File: src/design/rfp_regs.svh
// Constants for the reset, flag and test-mode-select pin block
`ifndef RFP_REGS_SVH
`define RFP_REGS_SVH
`define RFP_RESET_VECTOR   24'hFFFF00
`define RFP_ST1_FLAG_BIT   13
`define RFP_PD2_RST_BIT    0
`define RFP_PD2_TMS_BIT    1
`define RFP_FLAG_RST_VAL   1'h0
`define RFP_SYNC_STAGES    2
`endif

File: src/design/rfp_pkg.sv
// Types shared by the reset, flag and test-mode-select pin block
package rfp_pkg;
	typedef logic [23:0] rfp_addr_t;
	typedef logic [15:0] rfp_word_t;

	// Flag commands from the core
	typedef struct packed {
		logic      set_instr;
		logic      clr_instr;
		logic      st1_wr;
		rfp_word_t st1_data;
	} rfp_flag_cmd_s;

	// Core control derived from reset
	typedef struct packed {
		logic      halt;
		logic      pc_load;
		rfp_addr_t pc_value;
		logic      fetch_start;
	} rfp_core_ctl_s;

	typedef enum logic [1:0] {
		RFP_HELD    = 2'h0,
		RFP_RELEASE = 2'h1,
		RFP_RUN     = 2'h2
	} rfp_state_e;
endpackage

File: src/design/rfp_top.sv
// Flag output, device reset and test-mode-select pin logic
`timescale 1ns/1ps
`include "rfp_regs.svh"

// Operation
// RULE1: Flag high on set instruction; low on clear or status bit 13 zero.
// RULE2: Flag always driven; high impedance only during boundary scan.
// RULE3: Reset halts execution, loads reset vector into PC, clears state.
// RULE4: On release fetch reset vector at FFFF00h, branching to boot loader.
// RULE5: Reset pull-up follows its control bit but is forced on in reset.
// RULE6: Mode select is sampled into test logic on rising test clock.
// RULE7: Mode select pull-up is switched by software through its control bit.
// RULE8: Reset is active low, release synchronised to the core clock.
module rfp_top (
	input  wire logic          ref_clk,
	input  wire logic          rst_n,
	input  rfp_pkg::rfp_flag_cmd_s flag_cmd,
	input  wire logic          bscan_active,
	input  wire logic [15:0]   pull_disable_reg_two,
	input  wire logic          tck,
	input  wire logic          tms_in,
	output logic               external_flag_out,
	output logic               external_flag_oe_n,
	output rfp_pkg::rfp_core_ctl_s core_ctl,
	output logic               rst_pullup_en,
	output logic               tms_pullup_en,
	output logic               tms_sample,
	output logic               tck_rise
);
	import rfp_pkg::*;

	// ------------------------------------------------------------------
	// Reset release synchroniser
	// ------------------------------------------------------------------
	logic rel_s1_q, rel_s1_d, rel_s2_q, rel_s2_d;
	// Release ripples through two stages before the sequencer sees it
	always_comb begin
		rel_s1_d = 1'h1;
		rel_s2_d = rel_s1_q;
	end
	// Reset clears both stages, so every release starts from a clean edge
	always_ff @(posedge ref_clk) begin
		if (!rst_n) begin
			rel_s1_q <= 1'h0; // [RULE8]
			rel_s2_q <= 1'h0;
		end else begin
			rel_s1_q <= rel_s1_d;
			rel_s2_q <= rel_s2_d;
		end
	end

	// ------------------------------------------------------------------
	// Execution sequencer
	// ------------------------------------------------------------------
	rfp_state_e    st_q, st_d;
	rfp_core_ctl_s ctl_q, ctl_d;
	// Next state and core controls; the pulses default low every cycle
	always_comb begin
		st_d  = st_q;
		ctl_d = ctl_q;
		ctl_d.fetch_start = 1'h0;
		ctl_d.pc_load     = 1'h0;
		case (st_q)
			RFP_HELD: begin
				ctl_d.halt     = 1'h1;
				ctl_d.pc_load  = 1'h1; // [RULE3]
				ctl_d.pc_value = `RFP_RESET_VECTOR;
				if (rel_s2_q)
					st_d = RFP_RELEASE; // [RULE8]
			end
			RFP_RELEASE: begin
				// Release and vector fetch share one clean edge
				ctl_d.halt        = 1'h0;
				ctl_d.fetch_start = 1'h1; // [RULE4]
				st_d              = RFP_RUN;
			end
			RFP_RUN: begin
				ctl_d.halt = 1'h0;
			end
			default: begin
				st_d = RFP_HELD;
			end
		endcase
	end
	// Reset parks the core on the vector with execution halted
	always_ff @(posedge ref_clk) begin
		if (!rst_n) begin
			st_q           <= RFP_HELD; // [RULE3]
			ctl_q.halt     <= 1'h1;
			ctl_q.pc_load  <= 1'h1;
			ctl_q.pc_value <= `RFP_RESET_VECTOR;
			ctl_q.fetch_start <= 1'h0;
		end else begin
			st_q  <= st_d;
			ctl_q <= ctl_d;
		end
	end
	assign core_ctl = ctl_q;

	// ------------------------------------------------------------------
	// External flag and its enable
	// ------------------------------------------------------------------
	// Clear wins when commands collide, matching the low-going paths
	logic flag_q, flag_d, oe_n_q, oe_n_d, clr;
	always_comb begin
		clr = flag_cmd.clr_instr | (flag_cmd.st1_wr &
			~flag_cmd.st1_data[`RFP_ST1_FLAG_BIT]);
		flag_d = flag_q;
		if (ctl_q.halt)
			flag_d = `RFP_FLAG_RST_VAL;
		else if (clr)
			flag_d = 1'h0; // [RULE1]
		else if (flag_cmd.set_instr)
			flag_d = 1'h1; // [RULE1]
		oe_n_d = bscan_active; // [RULE2]
	end
	// Pin level and its enable both leave straight from flops
	always_ff @(posedge ref_clk) begin
		if (!rst_n) begin
			flag_q <= `RFP_FLAG_RST_VAL;
			oe_n_q <= 1'h0;
		end else begin
			flag_q <= flag_d;
			oe_n_q <= oe_n_d;
		end
	end
	assign external_flag_out  = flag_q;
	assign external_flag_oe_n = oe_n_q;

	// ------------------------------------------------------------------
	// Internal pull-up controls
	// ------------------------------------------------------------------
	logic rpu_q, rpu_d, tpu_q, tpu_d;
	// A set disable bit turns the pull-up off, so enables are inverted
	always_comb begin
		rpu_d = ~pull_disable_reg_two[`RFP_PD2_RST_BIT]; // [RULE5]
		tpu_d = ~pull_disable_reg_two[`RFP_PD2_TMS_BIT]; // [RULE7]
	end
	// Reset overrides software so the reset pin cannot float while reset is held
	always_ff @(posedge ref_clk) begin
		if (!rst_n) begin
			rpu_q <= 1'h1; // [RULE5]
			tpu_q <= 1'h1;
		end else begin
			rpu_q <= rpu_d;
			tpu_q <= tpu_d;
		end
	end
	assign rst_pullup_en = rpu_q;
	assign tms_pullup_en = tpu_q;

	// ------------------------------------------------------------------
	// Test-mode-select sampling
	// ------------------------------------------------------------------
	// Test clock and mode select are brought into the core clock here
	rfp_tms_sampler u_tms (
		.ref_clk    (ref_clk),
		.rst_n      (rst_n),
		.tck        (tck),
		.tms_in     (tms_in),
		.tms_sample (tms_sample),
		.tck_rise   (tck_rise)
	);

	// ------------------------------------------------------------------
	// Checks
	// ------------------------------------------------------------------
	// Flag follows the core commands one edge later, clear first
	AST_FLAG_SET: assert property ( // [RULE1]
		@(posedge ref_clk) disable iff (!rst_n)
		flag_cmd.set_instr && !clr && !ctl_q.halt |=> external_flag_out)
		else $error("flag not set");
	AST_FLAG_CLR: assert property ( // [RULE1]
		@(posedge ref_clk) disable iff (!rst_n)
		clr |=> !external_flag_out)
		else $error("flag not cleared");
	AST_FLAG_HOLD: assert property ( // [RULE1]
		@(posedge ref_clk) disable iff (!rst_n)
		!flag_cmd.set_instr && !clr && !ctl_q.halt
		|=> $stable(external_flag_out))
		else $error("flag moved without a command");
	AST_FLAG_OE: assert property ( // [RULE2]
		@(posedge ref_clk) disable iff (!rst_n)
		##1 external_flag_oe_n == $past(bscan_active))
		else $error("flag enable wrong");
	// Reset and release sequence as the core sees it
	AST_HALT_RST: assert property ( // [RULE3]
		@(posedge ref_clk)
		!rst_n |=> core_ctl.halt && core_ctl.pc_value == `RFP_RESET_VECTOR)
		else $error("not halted in reset");
	AST_FLAG_HALT: assert property ( // [RULE3]
		@(posedge ref_clk) disable iff (!rst_n)
		core_ctl.halt |=> !external_flag_out)
		else $error("flag not held low while halted");
	AST_PC_LOAD: assert property ( // [RULE3]
		@(posedge ref_clk) disable iff (!rst_n)
		core_ctl.pc_load |-> core_ctl.halt && core_ctl.pc_value == `RFP_RESET_VECTOR)
		else $error("program counter loaded while running");
	AST_FETCH: assert property ( // [RULE4]
		@(posedge ref_clk) disable iff (!rst_n)
		$rose(rel_s2_q) |-> ##2 core_ctl.fetch_start && !core_ctl.halt)
		else $error("vector fetch missing");
	AST_FETCH_ONE: assert property ( // [RULE4]
		@(posedge ref_clk) disable iff (!rst_n)
		core_ctl.fetch_start |=> !core_ctl.fetch_start)
		else $error("vector fetch longer than one cycle");
	AST_SYNC: assert property ( // [RULE8]
		@(posedge ref_clk) disable iff (!rst_n)
		$rose(rst_n) |-> core_ctl.halt [*4] ##1 !core_ctl.halt)
		else $error("release not synchronised");
	// Pull-up controls and mode select sampling
	AST_RST_PU: assert property ( // [RULE5]
		@(posedge ref_clk)
		!rst_n |=> rst_pullup_en)
		else $error("reset pull-up not forced");
	AST_RST_PU_SW: assert property ( // [RULE5]
		@(posedge ref_clk) disable iff (!rst_n)
		##1 rst_pullup_en == !$past(pull_disable_reg_two[`RFP_PD2_RST_BIT]))
		else $error("reset pull-up ignores its control bit");
	AST_TMS_PU: assert property ( // [RULE7]
		@(posedge ref_clk) disable iff (!rst_n)
		##1 tms_pullup_en == !$past(pull_disable_reg_two[`RFP_PD2_TMS_BIT]))
		else $error("mode select pull-up wrong");
	AST_TMS: assert property ( // [RULE6]
		@(posedge ref_clk) disable iff (!rst_n)
		!tck_rise |=> $stable(tms_sample) || tck_rise)
		else $error("mode select sampled off edge");
	// Main scenarios: release, flag both ways, scan and test clock
	COV_FETCH: cover property (@(posedge ref_clk) core_ctl.fetch_start);
	COV_SET: cover property (@(posedge ref_clk) $rose(external_flag_out));
	COV_CLR: cover property (@(posedge ref_clk) $fell(external_flag_out));
	COV_SCAN: cover property (@(posedge ref_clk) external_flag_oe_n);
	COV_TCK: cover property (@(posedge ref_clk) tck_rise);
endmodule

File: src/design/rfp_tms_sampler.sv
// Samples the test-mode-select input on rising edges of the test clock
`timescale 1ns/1ps
module rfp_tms_sampler (
	input  wire logic ref_clk,
	input  wire logic rst_n,
	input  wire logic tck,
	input  wire logic tms_in,
	output logic      tms_sample,
	output logic      tck_rise
);
	logic tck_s1_q, tck_s2_q, tck_s3_q;
	logic tms_s1_q, tms_s2_q, tms_s3_q;
	logic rise;

	// --------------------------------------------------------------
	// Synchronise test clock and mode select together
	// --------------------------------------------------------------
	// Mode select goes one stage deeper than the test clock edge detect so the sample sees settled mode select
	assign rise = tck_s2_q & ~tck_s3_q;
	always_ff @(posedge ref_clk) begin
		if (!rst_n) begin
			tck_s1_q   <= 1'h0;
			tck_s2_q   <= 1'h0;
			tck_s3_q   <= 1'h0;
			tms_s1_q   <= 1'h1;
			tms_s2_q   <= 1'h1;
			tms_s3_q   <= 1'h1;
			tms_sample <= 1'h1;
			tck_rise   <= 1'h0;
		end else begin
			tck_s1_q   <= tck;
			tck_s2_q   <= tck_s1_q;
			tck_s3_q   <= tck_s2_q;
			tms_s1_q   <= tms_in;
			tms_s2_q   <= tms_s1_q;
			tms_s3_q   <= tms_s2_q;
			tck_rise   <= rise;
			if (rise)
				tms_sample <= tms_s3_q; // [RULE6]
		end
	end
endmodule

File: config.mk
export PLATFORM = sky130hd
export DESIGN_NAME = rfp_top
export DESIGN_NICKNAME = d
export VERILOG_FILES = /design/src/design/rfp_pkg.sv /design/src/design/rfp_top.sv /design/src/design/rfp_tms_sampler.sv
export VERILOG_INCLUDE_DIRS = /design/src /design/src/design
export SDC_FILE = /design/constraint.sdc
export NUM_CORES = 1
export LEC_CHECK = 0
export ABC_AREA = 1
export BUFFER_PORTS_ARGS = -buffer_cell sky130_fd_sc_hd__buf_2
export CAP_MARGIN = 20
export CORE_MARGIN = 4
export CORE_UTILIZATION = 39
export CTS_CLUSTER_SIZE = 14
export DETAILED_ROUTE_END_ITERATION = 6
export PLACE_DENSITY = 0.83
export SYNTH_ARGS = -nofsm -noshare
export SYNTH_HDL_FRONTEND = slang
export SYNTH_SLANG_ARGS = --single-unit
File: constraint.sdc
create_clock -name ref_clk -period 2.2 [get_ports ref_clk]
set_input_delay 0.11 -clock ref_clk [delete_from_list [all_inputs] [get_ports ref_clk]]
set_output_delay 0.11 -clock ref_clk [all_outputs]
set_load 0.005 [all_outputs]
# Word-level counts from Yosys, hierarchy flattened

Index checks and enable logic that the tools add are counted.

Register bits: 19
Output and inout bits: 33
Word-level logic and storage cells: 41

Bitwise logic cells: 9
Reduce and logical (&&, ||, !) cells: 5
Eq/ne operators: 3
Muxes and demuxes: 6

Operators by type and width:

| kind                 | count |
|---|---|
| $mux W25             | 1 |
| $not A1 Y1           | 6 |
| $pmux W2 S3          | 1 |
| $reduce_or A3 Y1     | 1 |
| $and A1 B1 Y1        | 2 |
| $eq A2 B1 Y1 const B | 1 |
| $eq A2 B2 Y1 const B | 1 |
| $logic_not A2 Y1     | 1 |
| $mux W1              | 2 |
| $mux W2              | 1 |
| $ne A2 B2 Y1 const B | 1 |
| $pmux W1 S2          | 1 |
| $reduce_and A2 Y1    | 1 |
| $reduce_bool A2 Y1   | 1 |
| $reduce_or A2 Y1     | 1 |
| $or A1 B1 Y1         | 1 |

# Depth between registers and ports, before layout

Gate-level depths: netlist of run 1.

Word-level depth: 4
Gate-level depth with buffers: 6

# Hierarchy

A second synthesis of run 1 with hierarchy kept.

Cells, all modules: 98
Area, all modules: 838.3 um2

Modules (own cells, without submodules):

| module          | times used | area an instance (um2) | cells each |
|---|---|---|---|
| rfp_top         | 1          | 603.1                  | 72 |
| rfp_tms_sampler | 1          | 235.2                  | 26 |

# Worst setup path before layout of run 1

Ideal clock, no wire load.

Path type: reg-to-reg
Start point: register st_q[0]
End point: register ctl_q, in the netlist core_ctl[25]
Period minus slack after synthesis: 1.015 ns
Buffers on the path: 0
Setup time: 0.123 ns
Cell stages (with the launch flop): 4
Arrival time: 0.892 ns
Path slack: 1.185 ns
Path through: dfxtp_1 -> inv_1 -> ha_1 -> or2_2

RTL lines:

| item                     | RTL line      | text |
|---|---|---|
| start: declaration       | rfp_top.sv:55 | `rfp_state_e st_q, st_d;` |
| start signal: assignment | rfp_top.sv:94 | `st_q <= st_d;` |
| end signal: assignment   | rfp_top.sv:95 | `ctl_q <= ctl_d;` |
| end: declaration         | rfp_top.sv:56 | `rfp_core_ctl_s ctl_q, ctl_d;` |

==> results of run 1 <==
[logic make-up (layout without fill, tap and decap cells)]
kind of cell,Yosys count,in the layout,share of synthesized area [%]
buf+inv,39,42,29.3
other cells,2,24,0.903
compound gates,7,7,4.51
flops,19,19,45.7
fa+ha+maj,4,4,6.02
simple gates,23,23,13.5
[report_power, final]
group	switching, mW	internal, mW	leakage [nW]	total (mW)
sequential	0.0180	0.375	0.157	0.393
combinational	0.0687	0.0564	0.342	0.125
clock	0.102	0.0677	0.0177	0.170
[per-stage QoR]
step,worst slack (ns),instance area (µm²),std cells,hold slack (ns),utilization [%]
after floorplan,1.18,915,116,0.138,-
after global placement,1.15,852,137,0.274,42.6
after detailed placement,1.11,852,137,0.282,42.6
after CTS,1.08,930,146,0.0370,46.4
after global routing,1.02,930,146,0.0661,46.4
final,1.08,930,146,0.0474,46.4
[critical path, stage by stage, from the launching register on]
cell and delay (ns):
dfxtp_1 0.40, inv_1 0.09, ha_1 0.23, or2_2 0.30
[Yosys cell counts]
| master | count | area [µm²] |
|---|---|---|
| buf_4 | 24 | 180 |
| dfxtp_1 | 19 | 380 |
| inv_1 | 14 | 52.6 |
| nand2_1 | 11 | 41.3 |
| nor2_1 | 5 | 18.8 |
| ha_1 | 4 | 50.1 |
| or2_2 | 4 | 25.0 |
| a21oi_1 | 3 | 15.0 |
| conb_1 | 2 | 7.51 |
| o21ai_0 | 2 | 10.0 |
| o22ai_1 | 2 | 12.5 |
| buf_6 | 1 | 11.3 |
| nand2_4 | 1 | 11.3 |
| nand3_1 | 1 | 5.00 |
| nor2_4 | 1 | 11.3 |
[cell usage in the layout, fill, tap and decap left out]
master,synthesis,layout
conb_1,2,24
a21oi_1,3,3
clkinv_2,0,1
nand2_4,1,1
nand2_1,11,11
nand3_1,1,1
dlygate4sd3_1,0,5
ha_1,4,4
o21ai_0,2,2
inv_1,14,14
dfxtp_1,19,19
nor2_4,1,1
o22ai_1,2,2
or2_2,4,4
buf_2,0,19
clkbuf_4,0,3
nor2_1,5,5
[final cells by class]
class	count	area, µm²
Timing Repair Buffer	24	145
Tap cell	27	33.8
Multi-Input combinational cell	58	290
Inverter	14	52.6
Clock inverter	1	5.00
Sequential cell	19	380
Clock buffer	3	22.5
Fill cell	217	1070
[repair_timing]
item                                   in CTS  in global routing
resized for setup                           0                  0
hold buffers                                5                  0
endpoints found under the hold margin       5                  0
[final timing paths]
kind,start,to,cells after the start
worst max-delay path,st_q[0],core_ctl[25],3
worst min-delay path,flag_cmd[17],external_flag_out,4
worst max register to register,st_q[0],core_ctl[25],3
worst min register to register,u_tms.tck_s1_q,u_tms.tck_s2_q,2
[metal layers]
metal	share of wire [%]	global-route usage (%)	vias up
li1	-	-	279
met1	35	7.49	245
met2	49	15.9	32
met3	14	6.09	5
met4	1.8	4.98	0
met5	0	0	-
==> run summary, run 1 <==
Worst Skew: 0.00535 ns
Cells after Synth: 94
Largest register FFs: 3
H-Tree Depth: 1
Final Hold Viols: 0
unrepaired setup endpoints after global routing: false
crit share post-route: 50.8%
Mapped Area: 832 µm²
# setup viols final: 0
initial DRC count: 5
Final GP Congestion: 0.742
I/O pins: 73
CTS tree: yes
Req. time, crit path: 2.39 ns
Buffers on Ports: 19
final wirelength: 1250 µm
Peak VDD IR: 465 µV
flops & latches, synth: 19
Layout Nets: 164
max-cap viol count: 0
Die W: 54.2 µm
Arr. time, crit path: 1.31 ns
Die ar.: 2940 µm²
grt ovf: 0
first-pass GRT wire length: 1790 µm
initial antenna violation count: 0
Setup Fix Bufs, Post-CTS: 0
CTS Buf Count: 3
Bufs on Longest Clock Path: 2
diodes inserted: 0
vias post-DR: 561
DIE HEIGHT: 54.2 µm
clock latency on the worst-skew pair: 0.29 ns
Core ar.: 2000 µm²
post-DP HPWL: 980 µm
pin count of the biggest net entering global routing: 13
total clock sinks: 19
fraction of layout cells with a size suffix above 1: 24.4%
vias in the first global route: 473
Setup crit end kind: register
DRC viols: 0
leakage power: 0.516 nW
ANT nets after route: 0
Via density: 3.84
Slew Viols, Final: 0
Worst Setup Start Kind: register
CTS clock-pin slew for the worst setup and hold paths: 0.10 ns
Max Clk Rate: 0.894 GHz
Max Fanout on Critical Path: 4
Post-Syn Area per Cell: 8.85 µm²
GRT Util Overall: 9.07%
synthesis-to-finish area growth: 11.7%
setup TNS: 0 ns
power density over cell area: 739 nW/µm²
WL per Instance: 8.54 µm
yosys synthesis warning count: 0
status: complete, no violations
HP Class: input port to register
sequential-to-total area share from yosys stat: 45.7%
Tmin final: 1.12 ns
Tot Pwr: 687 µW
r2r setup slk: 1.08 ns
Root Driver: clkbuf_4
first-pass detailed-route iteration total: 4
Setup CP Type: register to register
library cells used by synthesis: 15
# rows: 16
Initial Util: 41.6%
(Power assumes the default switching activity.)
==> run 2, diff against run 1 <==
--- a/config.mk
+++ b/config.mk
@@ -10,10 +10,10 @@
 export BUFFER_PORTS_ARGS = -buffer_cell sky130_fd_sc_hd__buf_2
 export CAP_MARGIN = 20
 export CORE_MARGIN = 4
-export CORE_UTILIZATION = 39
+export CORE_UTILIZATION = 33
 export CTS_CLUSTER_SIZE = 14
 export DETAILED_ROUTE_END_ITERATION = 6
-export PLACE_DENSITY = 0.83
+export PLACE_DENSITY = 0.74
 export SYNTH_ARGS = -nofsm -noshare
 export SYNTH_HDL_FRONTEND = slang
 export SYNTH_SLANG_ARGS = --single-unit
==> constraint.sdc (replaced) <==
create_clock -name ref_clk -period 1.01 [get_ports ref_clk]
set_input_delay 0.0505 -clock ref_clk [delete_from_list [all_inputs] [get_ports ref_clk]]
set_output_delay 0.0505 -clock ref_clk [all_outputs]
set_load 0.005 [all_outputs]
==> run 2 against run 1 <==
Compared with the run above:
- combinational power rose to 3.1 times the previous value
- critical path depth unchanged
- die area up 15%
- critical endpoint unchanged
==> run summary, run 2 (synthesis gave the netlist of run 1 again) <==
CTS Buf Count: 3 (unchanged)
setup ws final: 0.0331 ns (-1.05 ns)
Register Area: 383 µm² (+0.66%)
Setup crit end kind: register
Die W: 58.2 µm (+7.4%)
WL per Instance: 9.03 µm (+5.8%)
Arr. time, crit path: 1.16 ns (-0.15 ns)
Slew Viols, Final: 0 (unchanged)
first-pass GRT wire length: 2090 µm (+17%)
fraction of layout cells with a size suffix above 1: 33.9% (+9.5 points)
GRT Util Overall: 8.26% (-0.81 points)
final wirelength: 1370 µm (+10%)
clock latency on the worst-skew pair: 0.29 ns (about the same)
vias post-DR: 579 (+3.2%)
pin count of the biggest net entering global routing: 12 (-1)
worst r2r src: st_q[0]
Layout Nets: 169 (+3.0%)
min-delay src: flag_cmd[18]
Setup Fix Bufs, Post-CTS: 0 (unchanged)
crit share post-route: 96.7% (+46 points)
DIE HEIGHT: 58.2 µm (+7.4%)
Peak VDD IR: 1060 µV (+130%)
Max Clk Rate: 1.02 GHz (+14%)
Initial Util: 36.2% (-5.3 points)
first-pass detailed-route iteration total: 2 (-2)
max-cap viol count: 0 (unchanged)
grt ovf: 0 (unchanged)
Core ar.: 2300 µm² (+15%)
# rows: 17 (+1)
leakage power: 0.539 nW (+4.3%)
pre-CTS WS: -0.000889 ns (-1.11 ns)
initial antenna violation count: 0 (unchanged)
Worst Setup Start Kind: register
Final GP Congestion: 0.718 (-3.2%)
H-Tree Depth: 1 (unchanged)
Tmin final: 0.977 ns (-0.142 ns)
total clock sinks: 19 (unchanged)
I/O pins: 73 (unchanged)
Setup CP Type: register to register
synthesis-to-finish area growth: 21.8%
# setup viols final: 0 (unchanged)
commonest cells after routing, fill and taps aside: conb_1, buf_2, dfxtp_1
setup TNS: 0 ns (unchanged)
CTS tree: yes
diodes inserted: 0 (unchanged)
Largest register FFs: 3 (unchanged)
Die ar.: 3390 µm² (+15%)
Bufs on Longest Clock Path: 2 (unchanged)
CTS clock-pin slew for the worst setup and hold paths: 0.10 ns (about the same)
hold_ws: 0.0188 ns (-0.0286 ns)
Root Driver: clkbuf_4
initial DRC count: 1 (-4)
post-layout util: 44.1% (-2.3 points)
DRC viols: 0 (unchanged)
Max Fanout on Critical Path: 3 (-1)
status: complete, no violations
area of the multi-input gates: 329 µm² (+13%)
Final Hold Viols: 0 (unchanged)
HP Class: input port to register
Via density: 3.81 (-0.87%)
power density over cell area: 1580 nW/µm² (+110%)
vias in the first global route: 510 (+7.8%)
Req. time, crit path: 1.19 ns (-1.20 ns)
ANT nets after route: 0 (unchanged)
Buffers on Ports: 19 (unchanged)
# fillers: 224 (+3.2%)
commonest non-fill, non-tap cell in the layout: conb_1
Worst Skew: 0.00304 ns (-0.00231 ns)
r2r setup slk: 0.03 ns (-1.05 ns)
crit path from: st_q[0]
post-DP HPWL: 1020 µm (+3.7%)
-- run 2: changes by cell type in the layout (fill, tap and decap cells not counted), moves of 3 or more --
cell,delta
buf_4,+3
inv_2,+3
ha_1,-4
inv_1,-3
-- run 2: what timing repair did --
| item | 4_1_cts | 5_1_grt |
|---|---|---|
| pin swaps | 0 | 2 |
| gates resized for setup | 4 | 10 |
| setup endpoints to repair | 3 | 4 |
| hold buffers | 7 | 0 |
| hold endpoints to repair | 6 | 0 |
-- run 2: cell type report --
class	instances	share of cell area, %
multi-input combinational	58	32.5
sequential	19	37.8
tap	28	3.46
clock buffer	4	2.59
timing repair buffer	29	18.5
inverter	14	5.19
-- run 2: path summary, 6_finish.rpt --
path / cells after the start / to
worst max-delay path: 3 / core_ctl[25]
worst min-delay path: 3 / external_flag_out
worst max register to register: 3 / core_ctl[25]
worst min register to register: 1 / u_tms.tms_s2_q
-- run 2: where the power goes --
group          internal (mW)  total, mW  switching [mW]
clock network          0.153      0.360           0.206
logic                  0.185      0.387           0.201
registers              0.820      0.857          0.0365
total                   1.16       1.60           0.444
-- run 2: worst max-delay path: stages (launching register included) --
cell and delay (ns):
dfxtp_2 0.37, inv_2 0.07, ha_4 0.16, or2_2 0.28
-- run 2: metrics by stage --
step / power, mW / cell area (µm²) / std cells
after floorplan: 1.11 / 916 / 116
after global placement: 1.14 / 877 / 141
after detailed placement: 1.16 / 877 / 141
after CTS: 1.56 / 976 / 152
after global routing: 1.72 / 1010 / 152
final: 1.60 / 1010 / 152
-- run 2: metal layers --
layer	track usage, %	vias up	routed length [µm]
li1	-	289	-
met1	9.14	251	507
met2	13.7	37	660
met3	4.01	2	197
met4	2.98	0	8
met5	0	-	0
==> run 3, diff against run 2 <==
--- a/config.mk
+++ b/config.mk
@@ -13,7 +13,7 @@
 export CORE_UTILIZATION = 33
 export CTS_CLUSTER_SIZE = 14
 export DETAILED_ROUTE_END_ITERATION = 6
-export PLACE_DENSITY = 0.74
+export PLACE_DENSITY = 0.77
 export SYNTH_ARGS = -nofsm -noshare
 export SYNTH_HDL_FRONTEND = slang
 export SYNTH_SLANG_ARGS = --single-unit
==> run 3 against run 2 <==
Compared with the run above:
- non-clock buffer count increased by 1
- sequential cell count unchanged
- critical path depth increased by 1
- via count decreased by 0.35%
- register-to-register slack about the same
- clock-buffer cell count unchanged
- critical path type unchanged
- setup slack got worse by 0.015 ns
- fmax decreased by 1.5%
- largest cell class unchanged
==> run summary, run 3 (synthesis gave the netlist of run 1 again) <==
metal3 WL: 176 µm (-11%)
Tmin final: 0.992 ns (+0.0150 ns)
Hold EP: rel_s1_q
# rows: 17 (unchanged)
met1 wire length: 531 µm (+4.7%)
ANT nets after route: 0 (unchanged)
initial DRC count: 8 (+7)
WP buf/inv: 1 (unchanged)
DIE HEIGHT: 58.2 µm (unchanged)
fraction of layout cells with a size suffix above 1: 32.8% (-1.1 points)
Crit-path slowest cell: dfxtp_4
Arr. time, crit path: 1.17 ns (about the same)
total clock sinks: 19 (unchanged)
first-pass GRT wire length: 2130 µm (+1.7%)
clock latency on the worst-skew pair: 0.29 ns (about the same)
Hold Path Depth: 2 (-1)
RR Endpoint: st_q[0]
vias post-DR: 577 (-0.35%)
HP Class: input port to register
r2r setup slk: 0.02 ns (about the same)
Worst Setup Start Kind: register
Slew Viols, Final: 0 (unchanged)
Core ar.: 2300 µm² (unchanged)
cell count along the critical path: 4 (+1)
Layout Nets: 170 (+0.59%)
worst r2r src: st_q[1]
GRT Util Overall: 8.22% (-0.042 points)
status: complete, no violations
first-pass detailed-route iteration total: 4 (+2)
max-cap viol count: 0 (unchanged)
WL per Instance: 8.90 µm (-1.5%)
Via density: 3.77 (-1.0%)
Peak VDD IR: 847 µV (-20%)
I/O pins: 73 (unchanged)
CP cell instances: buf_6, ha_4, o21ai_0, nor2_1
Max Fanout on Critical Path: 3 (unchanged)
H-Tree Depth: 1 (unchanged)
leakage power: 0.546 nW (+1.4%)
commonest non-fill, non-tap cell in the layout: conb_1
Max Clk Rate: 1.01 GHz (-1.5%)
top sig layer: met3
CTS Buf Count: 3 (unchanged)
CTS tree: yes
Buffers on Ports: 19 (unchanged)
Die ar.: 3390 µm² (unchanged)
Initial Util: 36.2% (unchanged)
Largest register FFs: 3 (unchanged)
crit path from: st_q[1]
pin count of the biggest net entering global routing: 12 (unchanged)
Bufs on Longest Clock Path: 2 (unchanged)
DRC viols: 0 (unchanged)
met2 WL post-DR: 653 µm (-1.1%)
CTS clock-pin slew for the worst setup and hold paths: 0.10 ns (about the same)
Largest stage delay, worst path: 0.37 ns (about the same)
unrepaired setup endpoints after global routing: true
power density over cell area: 1590 nW/µm² (+0.26%)
Setup CP Type: register to register
Req. time, crit path: 1.19 ns (about the same)
final wirelength: 1360 µm (-0.87%)
Root Driver: clkbuf_4
Final Hold Viols: 0 (unchanged)
crit share post-route: 98.2% (+1.5 points)
grt ovf: 0 (unchanged)
Worst Skew: 0.00309 ns (+0.0000520 ns)
CP delay by family, top: flip-flops
post-DP HPWL: 956 µm (-6.0%)
commonest cells after routing, fill and taps aside: conb_1, buf_2, dfxtp_1
Tot Pwr: 1.64 mW (+2.6%)
Final GP Congestion: 0.763 (+6.2%)
r2r worst-path depth: 4 (+1)
vias in the first global route: 517 (+1.4%)
Die W: 58.2 µm (unchanged)
# setup viols final: 0 (unchanged)
diodes inserted: 0 (unchanged)
Setup crit end kind: register
synthesis-to-finish area growth: 24.7%
min-delay src: rst_n
initial antenna violation count: 0 (unchanged)
post-layout util: 45.2% (+1.0 points)
## run 3: power by group
part	total, mW	switching (mW)	internal, mW
Clock	0.361	0.208	0.153
Combinational	0.417	0.209	0.208
Sequential	0.866	0.0422	0.824
## run 3: timing repair
item,CTS,global route
buffers inserted,1,0
hold buffers,8,0
hold endpoints to repair,6,0
setup endpoints to repair,2,4
gates resized for setup,4,12
pin swaps,0,4
## run 3: how the worst max path moves through the flow
| stage | end | slack (ns) |
|---|---|---|
| after floorplan | core_ctl[25] | 0.02 |
| after global placement | core_ctl[25] | 0.005 |
| after detailed placement | core_ctl[25] | -0.01 |
| after CTS | st_q[1] | 0.01 |
| after global routing | st_q[0] | -0.05 |
| final | st_q[0] | 0.02 |
## run 3: worst register-to-register path: stages, from the launching register on
cell and delay, ns:
dfxtp_4 0.37, buf_6 0.12, ha_4 0.16, o21ai_0 0.16, nor2_1 0.08
## run 3: routing by layer
layer	vias to the layer above	GRT usage [%]
li1	291	-
met1	250	9.29
met2	36	13.5
met3	0	4.23
met4	0	2.32
met5	-	0
## run 3: layout make-up
| class | instances | area (µm²) |
|---|---|---|
| Multi-Input combinational cell | 58 | 334 |
| Timing Repair Buffer | 30 | 201 |
| Clock buffer | 4 | 26.3 |
| Fill cell | 228 | 1260 |
| Inverter | 14 | 55.1 |
| Sequential cell | 19 | 385 |
| Tap cell | 28 | 35.0 |
## run 3: per-stage QoR
step	setup slack [ns]	setup TNS [ns]	instances	hold slack [ns]	cell area, µm²
after floorplan	0.0176	0	116	0.0782	916
after global placement	0.00542	0	140	0.215	870
after detailed placement	-0.0136	-0.0170	140	0.223	870
after CTS	0.0128	0	153	0.0505	990
after global routing	-0.0510	-0.0662	153	0.0548	1040
final	0.0181	0	153	0.0650	1040
